[src/hdl/bma_pkg.sv]
package bma_pkg;

  // ---------------------------------------------------------------
  // Synchroniser and timing
  // ---------------------------------------------------------------
  localparam int unsigned SYNC_STAGES      = 2;
  localparam logic [1:0]  SYNC_RESET       = 2'h3;
  localparam int unsigned CLK_PERIOD_NS    = 100;
  localparam int unsigned AS_IDLE_EDGES    = 2;
  localparam logic [1:0]  AS_IDLE_COUNT    = 2'h2;
  localparam logic [1:0]  AS_IDLE_RESET    = 2'h0;

  // ---------------------------------------------------------------
  // Processor arbiter states
  // ---------------------------------------------------------------
  typedef enum logic [4:0] {
    BMA_OWN     = 5'h01,
    BMA_GRANT   = 5'h02,
    BMA_HOLD    = 5'h04,
    BMA_DROP    = 5'h08,
    BMA_FLOAT   = 5'h10
  } bma_arb_e;

  // ---------------------------------------------------------------
  // Alternate master states
  // ---------------------------------------------------------------
  typedef enum logic [3:0] {
    BMA_M_IDLE  = 4'h1,
    BMA_M_REQ   = 4'h2,
    BMA_M_WAIT  = 4'h4,
    BMA_M_OWN   = 4'h8
  } bma_mst_e;

endpackage : bma_pkg

[src/hdl/bma_if.sv]
`timescale 1ns/1ps
`default_nettype none
interface bma_if;
  // Request, driven high and low by the alternate master alone
  logic master_request_n;
  logic master_grant_n;
  // Acknowledge, driven high and low by the alternate master
  logic grant_acknowledge_n;
  logic address_strobe_n;
  logic locked_cycle_n;
  logic async_cycle_term_n;
  logic sync_cycle_term_n;
  // Processor bus buffers floated
  logic bus_float;

  modport cpu (
    input  master_request_n,
    input  grant_acknowledge_n,
    output master_grant_n,
    output address_strobe_n,
    output locked_cycle_n,
    output bus_float,
    input  async_cycle_term_n,
    input  sync_cycle_term_n
  );

  modport alt (
    output master_request_n,
    output grant_acknowledge_n,
    input  master_grant_n,
    input  address_strobe_n,
    input  locked_cycle_n,
    input  bus_float,
    input  async_cycle_term_n,
    input  sync_cycle_term_n
  );
endinterface : bma_if
`default_nettype wire

[src/hdl/bma_cpu.sv]
// Overview of operation
// - One owner; processor has lowest priority.
// - Request, then grant, then acknowledge.
// - Request may arrive at any time.
// - Grant deferred until decided cycle starts.
// - No grant while locked sequence runs.
// - Granted master arbitrates, holds acknowledge.
// - Take bus: granted, strobe idle, floated.
// - Optionally wait for termination idle.
// - Never take bus while acknowledge active.
// - Requests are wired-OR onto one line; here the one alternate master drives it push-pull.
// - External priority picks among requesters.
// - Grant drops after acknowledge; re-grant pending.
// - Requests recognised in reset, halt, fault; SYS_RST here holds the synchronisers idle and ignores them.
// - Current cycle finishes before release.
// - Request withdrawn unacknowledged: processor takes bus back.
// - Grant may pass daisy chain or encoder.
// - Request and acknowledge synchronised, two clocks.
// - Float after strobe and lock negate.
// - Grant or acknowledge floats the bus.
// - Grant held until ack or drop; float until ack and request clear.
`timescale 1ns/1ps
`default_nettype none
module bma_cpu (
  // Clock and reset
  input  wire logic CLK,
  input  wire logic SYS_RST,
  // Link
  bma_if.cpu        LINK,
  // Processor bus controller side
  input  wire logic CYCLE_START,
  input  wire logic CYCLE_DONE,
  input  wire logic CYCLE_LOCKED,
  input  wire logic LOCK_DONE,
  output logic      CYCLE_BUSY,
  output logic      BUS_OWNED
);

  // ---------------------------------------------------------------
  // Synchronisers
  // ---------------------------------------------------------------
  logic req_n_sync;
  logic ack_n_sync;
  logic req;
  logic ack;

  bma_sync bma_sync_req_i (
    .CLK     (CLK),
    .SYS_RST (SYS_RST),
    .d_in    (LINK.master_request_n),
    .q_out   (req_n_sync)
  );

  bma_sync bma_sync_ack_i (
    .CLK     (CLK),
    .SYS_RST (SYS_RST),
    .d_in    (LINK.grant_acknowledge_n),
    .q_out   (ack_n_sync)
  );

  assign req = ~req_n_sync;
  assign ack = ~ack_n_sync;

  // ---------------------------------------------------------------
  // Bus cycle and lock
  // ---------------------------------------------------------------
  logic as_n_reg;
  logic lock_n_reg;
  logic pend_reg;
  logic grant_ok;
  logic can_start;
  bma_pkg::bma_arb_e state_reg;
  bma_pkg::bma_arb_e state_next;

  assign grant_ok  = ~pend_reg & lock_n_reg;
  assign can_start = (state_reg == bma_pkg::BMA_OWN) & ~req & ~ack;

  always_ff @(posedge CLK or posedge SYS_RST) begin
    if (SYS_RST) begin
      pend_reg <= 1'b0;
    end else if (CYCLE_START & can_start & as_n_reg & ~pend_reg) begin
      pend_reg <= 1'b1;
    end else begin
      pend_reg <= 1'b0;
    end
  end

  always_ff @(posedge CLK or posedge SYS_RST) begin
    if (SYS_RST) begin
      as_n_reg <= 1'b1;
    end else if (pend_reg) begin
      as_n_reg <= 1'b0;
    end else if (CYCLE_DONE) begin
      as_n_reg <= 1'b1;
    end
  end

  always_ff @(posedge CLK or posedge SYS_RST) begin
    if (SYS_RST) begin
      lock_n_reg <= 1'b1;
    end else if (pend_reg & CYCLE_LOCKED) begin
      lock_n_reg <= 1'b0;
    end else if (LOCK_DONE & as_n_reg) begin
      lock_n_reg <= 1'b1;
    end
  end

  // ---------------------------------------------------------------
  // Arbiter state machine
  // ---------------------------------------------------------------
  always_comb begin
    state_next = state_reg;
    case (state_reg)
      bma_pkg::BMA_OWN: begin
        if (ack) begin
          state_next = bma_pkg::BMA_FLOAT;
        end else if (req & grant_ok) begin
          state_next = bma_pkg::BMA_GRANT;
        end
      end
      bma_pkg::BMA_GRANT: begin
        state_next = bma_pkg::BMA_HOLD;
      end
      bma_pkg::BMA_HOLD: begin
        if (ack | ~req) begin
          state_next = bma_pkg::BMA_DROP;
        end
      end
      bma_pkg::BMA_DROP: begin
        state_next = bma_pkg::BMA_FLOAT;
      end
      bma_pkg::BMA_FLOAT: begin
        if (~ack & ~req) begin
          state_next = bma_pkg::BMA_OWN;
        end else if (req & lock_n_reg) begin
          state_next = bma_pkg::BMA_GRANT;
        end
      end
      default: begin
        state_next = bma_pkg::BMA_OWN;
      end
    endcase
  end

  always_ff @(posedge CLK or posedge SYS_RST) begin
    if (SYS_RST) begin
      state_reg <= bma_pkg::BMA_OWN;
    end else begin
      state_reg <= state_next;
    end
  end

  // ---------------------------------------------------------------
  // Outputs
  // ---------------------------------------------------------------
  logic grant_n_reg;
  logic float_reg;
  logic owned_reg;
  logic busy_reg;
  logic tri_ctl;

  assign tri_ctl = (state_next != bma_pkg::BMA_OWN);

  always_ff @(posedge CLK or posedge SYS_RST) begin
    if (SYS_RST) begin
      grant_n_reg <= 1'b1;
      float_reg   <= 1'b0;
      owned_reg   <= 1'b1;
    end else begin
      grant_n_reg <= ~((state_next == bma_pkg::BMA_GRANT) |
                       (state_next == bma_pkg::BMA_HOLD));
      float_reg   <= tri_ctl & as_n_reg & lock_n_reg & ~pend_reg;
      owned_reg   <= ~(tri_ctl & as_n_reg & lock_n_reg & ~pend_reg);
    end
  end

  // ---------------------------------------------------------------
  // Cycle status
  // ---------------------------------------------------------------
  always_ff @(posedge CLK or posedge SYS_RST) begin
    if (SYS_RST) begin
      busy_reg <= 1'b0;
    end else if (pend_reg) begin
      busy_reg <= 1'b1;
    end else if (CYCLE_DONE) begin
      busy_reg <= 1'b0;
    end
  end

  assign LINK.master_grant_n   = grant_n_reg;
  assign LINK.address_strobe_n = as_n_reg;
  assign LINK.locked_cycle_n   = lock_n_reg;
  assign LINK.bus_float        = float_reg;

  assign CYCLE_BUSY = busy_reg;
  assign BUS_OWNED  = owned_reg;

endmodule : bma_cpu

// ---------------------------------------------------------------
// Two-stage input synchroniser
// ---------------------------------------------------------------
module bma_sync (
  // Clock and reset
  input  wire logic CLK,
  input  wire logic SYS_RST,
  // Data
  input  wire logic d_in,
  output logic      q_out
);

  // Only the second stage is read outside
  logic [1:0] stage_reg;

  always_ff @(posedge CLK or posedge SYS_RST) begin
    if (SYS_RST) begin
      stage_reg <= bma_pkg::SYNC_RESET;
    end else begin
      stage_reg <= {stage_reg[0], d_in};
    end
  end

  assign q_out = stage_reg[1];

endmodule : bma_sync
`default_nettype wire

[src/flat_wrapper.sv]
// flat-port wrapper written by rule: the top's interface ports become plain ports
module bma_cpu_flat 
  (CLK, SYS_RST, CYCLE_START, CYCLE_DONE, CYCLE_LOCKED, LOCK_DONE, CYCLE_BUSY, BUS_OWNED, LINK_master_request_n, LINK_grant_acknowledge_n, LINK_master_grant_n, LINK_address_strobe_n, LINK_locked_cycle_n, LINK_bus_float, LINK_async_cycle_term_n, LINK_sync_cycle_term_n);
  bma_if LINK_i ();
  input  wire logic CLK;
  input  wire logic SYS_RST;
  input  wire logic CYCLE_START;
  input  wire logic CYCLE_DONE;
  input  wire logic CYCLE_LOCKED;
  input  wire logic LOCK_DONE;
  output logic CYCLE_BUSY;
  output logic BUS_OWNED;
  input wire logic [$bits(LINK_i.master_request_n)-1:0] LINK_master_request_n;
  input wire logic [$bits(LINK_i.grant_acknowledge_n)-1:0] LINK_grant_acknowledge_n;
  output wire logic [$bits(LINK_i.master_grant_n)-1:0] LINK_master_grant_n;
  output wire logic [$bits(LINK_i.address_strobe_n)-1:0] LINK_address_strobe_n;
  output wire logic [$bits(LINK_i.locked_cycle_n)-1:0] LINK_locked_cycle_n;
  output wire logic [$bits(LINK_i.bus_float)-1:0] LINK_bus_float;
  input wire logic [$bits(LINK_i.async_cycle_term_n)-1:0] LINK_async_cycle_term_n;
  input wire logic [$bits(LINK_i.sync_cycle_term_n)-1:0] LINK_sync_cycle_term_n;
  assign LINK_i.master_request_n = LINK_master_request_n;
  assign LINK_i.grant_acknowledge_n = LINK_grant_acknowledge_n;
  assign LINK_master_grant_n = LINK_i.master_grant_n;
  assign LINK_address_strobe_n = LINK_i.address_strobe_n;
  assign LINK_locked_cycle_n = LINK_i.locked_cycle_n;
  assign LINK_bus_float = LINK_i.bus_float;
  assign LINK_i.async_cycle_term_n = LINK_async_cycle_term_n;
  assign LINK_i.sync_cycle_term_n = LINK_sync_cycle_term_n;
  bma_cpu u_core (.CLK(CLK), .SYS_RST(SYS_RST), .LINK(LINK_i), .CYCLE_START(CYCLE_START), .CYCLE_DONE(CYCLE_DONE), .CYCLE_LOCKED(CYCLE_LOCKED), .LOCK_DONE(LOCK_DONE), .CYCLE_BUSY(CYCLE_BUSY), .BUS_OWNED(BUS_OWNED));
endmodule
[config.mk]
export PLATFORM = sky130hd
export DESIGN_NAME = bma_cpu_flat
export DESIGN_NICKNAME = d
export VERILOG_FILES = /design/src/hdl/bma_pkg.sv /design/src/hdl/bma_if.sv /design/src/hdl/bma_cpu.sv /design/src/flat_wrapper.sv
export SDC_FILE = /design/constraint.sdc
export NUM_CORES = 1
export LEC_CHECK = 0
export BUFFER_PORTS_ARGS = -buffer_cell sky130_fd_sc_hd__buf_2
export CAP_MARGIN = 20
export CORE_ASPECT_RATIO = 0.7
export CORE_MARGIN = 2
export CORE_UTILIZATION = 40
export DETAILED_ROUTE_END_ITERATION = 10
export PLACE_DENSITY = 0.68
export SLEW_MARGIN = 20
export SYNTH_ARGS = -nofsm -noshare
export SYNTH_HDL_FRONTEND = slang
export SYNTH_SLANG_ARGS = --single-unit
[constraint.sdc]
create_clock -name CLK -period 4.45 [get_ports CLK]
set_clock_uncertainty 0.15 [all_clocks]
set_input_delay 0.445 -clock CLK [delete_from_list [all_inputs] [get_ports CLK]]
set_output_delay 0.445 -clock CLK [all_outputs]
set_load 0.03 [all_outputs]
; ---- Word level (Yosys, flattened, before mapping)
; Cells that the tools add are included.
; W data, S select, Z words.
[op_classes]
reduce_logical = 2
n_eq_ne = 8
muxes = 13
bitwise_logic = 21
[ops]
columns = op, n
row1 = $mux W5, 5
row2 = $pmux W5 S5, 1
row3 = $and A1 B1 Y1, 14
row4 = $eq A5 B2 Y1 const B, 2
row5 = $eq A5 B3 Y1 const B, 2
row6 = $mux W1, 7
row7 = $eq A5 B1 Y1 const B, 1
row8 = $eq A5 B4 Y1 const B, 1
row9 = $eq A5 B5 Y1 const B, 1
row10 = $ne A5 B1 Y1 const B, 1
row11 = $not A1 Y1, 5
row12 = $reduce_bool A2 Y1, 2
row13 = $or A1 B1 Y1, 2
[totals]
elab_cells = 54
register_bits = 16
inputBits = 10
output_inout_bits = 6

; ---- Depth between registers and ports, before layout
[depth]
ltp_word = 11
mapped_depth = 4
depth_no_buf = 3

; ---- Cells and area by module
; From an unflattened synthesis, not the netlist that was laid out.
[unflattened]
hier_cells = 70
area_unflattened_um2 = 750.7
[modules_own_cells]
columns = mod, instances, cells_each, area_each_um2, seq_area_each_um2
row1 = bma_cpu, 1, 64, 638.1, 306.5
row2 = bma_sync, 2, 3, 56.3, 52.6

; ---- Least setup slack after synthesis
; OpenSTA, ideal clock, no wires.
[synth_timing]
path_kind = register -> register
start = register u_core.state_reg[1]
end = register u_core.float_reg (netlist: u_core.LINK.bus_float)
path_buffers = 1
slack_ns = 2.798
arrival_ns = 1.381
setup_ns = 0.122
path_stages_with_launch = 5
synth_period_minus_slack_ns = 1.652
required_time_ns = 4.178
path_cell_list = dfrtp_1 > buf_6 > or3_4 > or3_4 > o2111a_1
[synth_between]
elab_chain_cells = 7
elab_cells_between_ends = 15
classes_between = eq/ne (6) / mux (6) / bitwise (3)
[synth_rtl]
columns = item, line
row1 = start: declaration, bma_cpu.sv:72  ; bma_pkg::bma_arb_e state_reg;
row2 = start signal: assignment, bma_cpu.sv:147  ; state_reg <= bma_pkg::BMA_OWN;
row3 = start signal: assignment, bma_cpu.sv:149  ; state_reg <= state_next;
row4 = "$mux W5, on equally long branches", "bma_cpu.sv:135, bma_cpu.sv:117"
row5 = "$mux W5, on equally long branches", "bma_cpu.sv:133, bma_cpu.sv:115"
row6 = $pmux W5 S5 (*), bma_cpu.sv:113  ; case (state_reg)
row7 = $ne A5 B1 Y1 (*), bma_cpu.sv:162  ; assign tri_ctl = (state_next != bma_pkg::BMA_OWN);
row8 = $and A1 B1 Y1 (*) (3 in a row), bma_cpu.sv:172  ; float_reg <= tri_ctl & as_n_reg & lock_n_reg & ~pend_reg;
row9 = end signal: assignment, bma_cpu.sv:172
row10 = end: declaration, bma_cpu.sv:157  ; logic float_reg;
; Mark *: on every way between the ends. The rest lies on a longest branch, timed or not.
; A chain may end at the register's enable or synchronous reset.

; ---- Worst setup path after layout
; Same ends and word-level chain as after synthesis.

==> summary.md <==
| Metric | Value |
|---|---|
| Status | finished clean |
| Fill cell count | about 160 |
| Max Cap Viol | 0 |
| Crit-path slowest cell | dfrtp_1 |
| Final worst-path cycle share | 0.385 |
| First-pass GRT wire length | 2.33 mm |
| Core area | roughly 1700 µm² |
| RSZ-0062 raised after global routing | false |
| PD cells | 605 nW/µm² |
| Synth warnings | 0 |
| CTS resizes | 0 |
| Final nets | 90 |
| Vias in the first global route | around 500 |
| Initial antenna violation count | 0 |
| Post-synth top area cell | dfstp_2 |
| Std cell rows | 12 |
| Max-slew headroom | 0.620 |
| Post-route minimum period | approximately 1.7 ns |
| Final ANT Viol Nets | 0 |
| DRC viols | 0 |
| Crit path max fanout | 10 |
| Crit path required time | around 4.5 ns |
| Storage element area | ~410 µm² |
| Leak | 0.000373 µW |
| PortBufs | 13 |
| Die width | around 55 µm |
| Worst-Margin Slew | roughly 0.57 ns |
| Iter 0 DRT Violations | 4 |
| Hold Violations, Final | 0 |
| RR Endpoint | u_core.LINK.bus_float$_DFF_PP0_ |
| Total power | roughly 500 µW |
| Synth area leaders | dfstp_2 32%, dfrtp_1 24%, o2111ai_1 3.5%, nor2b_1 3.4%, or3_4 3.0% |
| Crit. End Element | flop |
| Max-slew violations | 0 |
| Origin of the critical flop-to-flop path | u_core.state_reg[1]$_DFF_PP0_ |
| Initial core utilization | 0.444 |
| Final setup viols | 0 |
| Mapped Area | ~740 µm² |
| Clock sinks | 16 |
| Filler-free cell count of the finished design | 100 |
| Placed cell count | between 90 and 100 |
| RD Place Congestion | around 0.81 |
| CP most frequent cell | or3_4 |
| Post-CTS Setup Bufs | 0 |
| Clock Pin Slew Worst Setup and Hold Paths | about 0.090 ns |
| Share of the synthesized area in the top cell type | 0.319 |
| Fmax | approximately 0.58 GHz |
| Total CTS buffers | 3 |
| Mapped Cells | 64 |
| Largest delay share family, worst path | simple AND/OR/NAND/NOR gates |
| Seq cells post-synth | 16 |
| Sequential fraction of the synthesis area | 0.556 |
| WP data arrival | approximately 1.8 ns |
| Hold Path Class | in -> async |
| Peak supply drop | roughly 0.31 mV |
| Antenna cells | 0 |
| Syn Area/Cell | about 12 µm² |
| Largest net degree at the start of global routing | 17 |
| Die ar. | about 2200 µm² |
| Worst setup path category | reg -> reg |
| Clk_lat worst skew | around 0.28 ns |
| Overflow left after global routing | 0 |
| Routed Wire Length | ~1.3 mm |
| Reg2reg path depth | 3 |
| Leading cell types in the layout, fill and taps excluded | 13 x buf_2, 9 x dfstp_2, 7 x dfrtp_1, 4 x nor2b_1 |
| Worst Path Buf+Inv | 0 |
| Critical Path Start | u_core.state_reg[1]$_DFF_PP0_ |
| Router iterations before antenna repair | 3 |
| WL/cell | between 10 and 15 µm |
| R2R Setup Slk | around 2.7 ns |
| CP max stage delay | 0.49 ns |
| Area growth from synthesis to layout | 13.7% |
| Hold slack | about 0.050 ns |
| Root Buffer | clkbuf_4 |
| Vias/cell | about 5.4 |
| Setup tns final | 0 ns |
| CTS max path bufs | 2 |
| Area of the multi-input gates | 305 µm² |
| Syn nets | 74 |
| Total number of vias | around 540 |
| H-tree levels | 1 |
| Most common cell after layout, fill and taps aside | buf_2 |
| CTS tree | yes |
| Top-level port count | 16 |
| Setup crit start kind | flop |
| Layout cells sized above 1 | 0.354 |
| Largest register FFs | 5 |
| Crit-path cells | or3_4, or3_4, o2111a_1 |
| Unique masters post-synth | 30 |
| Global-route usage over all layers | 0.148 |
| Die span in y | 40.0 µm |
| Post-CTS Hold Fix Bufs | 0 |
-- cell families (layout without fill, tap and decap cells) --
kind of cell	Yosys count	in the layout	synth area share
simple gates	29	29	0.255
xor+xnor	1	1	0.0118
compound gates	14	14	0.145
buf+inv	4	19	0.0321
flops	16	16	0.556
-- layer usage --
layer | global-route usage | vias to the layer above | wire length [µm]
li1 | - | 264 | -
met1 | 0.177 | 255 | 639
met2 | 0.250 | 15 | 585
met3 | 0.0581 | 2 | 78
met4 | 0.0549 | 0 | 13
met5 | 0 | - | 0
-- through the flow --
stage / area, µm² / setup WS [ns] / utilization
after floorplan: 741 / 2.80 / -
after global placement: 816 / 2.76 / 0.489
after detailed placement: 816 / 2.74 / 0.489
after CTS: 842 / 2.73 / 0.505
after global routing: 842 / 2.68 / 0.505
final: 842 / 2.74 / 0.505
-- synth_stat cells --
cell / n
dfstp_2: 9
dfrtp_1: 7
nor2b_1: 4
a21oi_1: 3
nand2_1: 3
nand2b_1: 3
nor2_1: 3
o2111ai_1: 3
o21ai_0: 3
inv_1: 2
nor3_1: 2
nor3b_1: 2
nor4_1: 2
or3_4: 2
a2111oi_2: 1
a21o_1: 1
and2_1: 1
and2b_1: 1
and3b_1: 1
buf_2: 1
buf_6: 1
nand3_1: 1
nand3b_1: 1
nand4b_1: 1
nand4bb_1: 1
o2111a_1: 1
o211a_1: 1
o211ai_1: 1
or2b_1: 1
xor2_1: 1
-- where the power goes --
part           switching, µW  internal (µW)
combinational            105           86.9
clock                   42.7           34.8
sequential              46.0            195
-- worst reg2reg max path: stages, from the launching register on --
cell,delay (ns)
dfrtp_1,0.49
or3_4,0.43
or3_4,0.40
o2111a_1,0.14
-- layout make-up --
| type | count | share of cell area |
|---|---|---|
| clock buffers | 4 | 0.0312 |
| multi-input cells | 44 | 0.363 |
| flip-flops and latches | 16 | 0.489 |
| repair buffers | 13 | 0.0773 |
| inverters | 2 | 0.00892 |
| well taps | 21 | 0.0312 |
-- worst max-delay path by stage --
| stage | cells after the start | slack, ns | to |
|---|---|---|---|
| 2_1_floorplan | 4 | 2.80 | u_core.LINK.bus_float$_DFF_PP0_ |
| 3_3_place_gp | 3 | 2.76 | u_core.LINK.bus_float$_DFF_PP0_ |
| 3_5_place_dp | 3 | 2.74 | u_core.LINK.bus_float$_DFF_PP0_ |
| 4_1_cts | 3 | 2.73 | u_core.LINK.bus_float$_DFF_PP0_ |
| 5_1_grt | 3 | 2.68 | u_core.LINK.bus_float$_DFF_PP0_ |
| 6_report | 3 | 2.74 | u_core.LINK.bus_float$_DFF_PP0_ |
(Power assumes the default switching activity.)
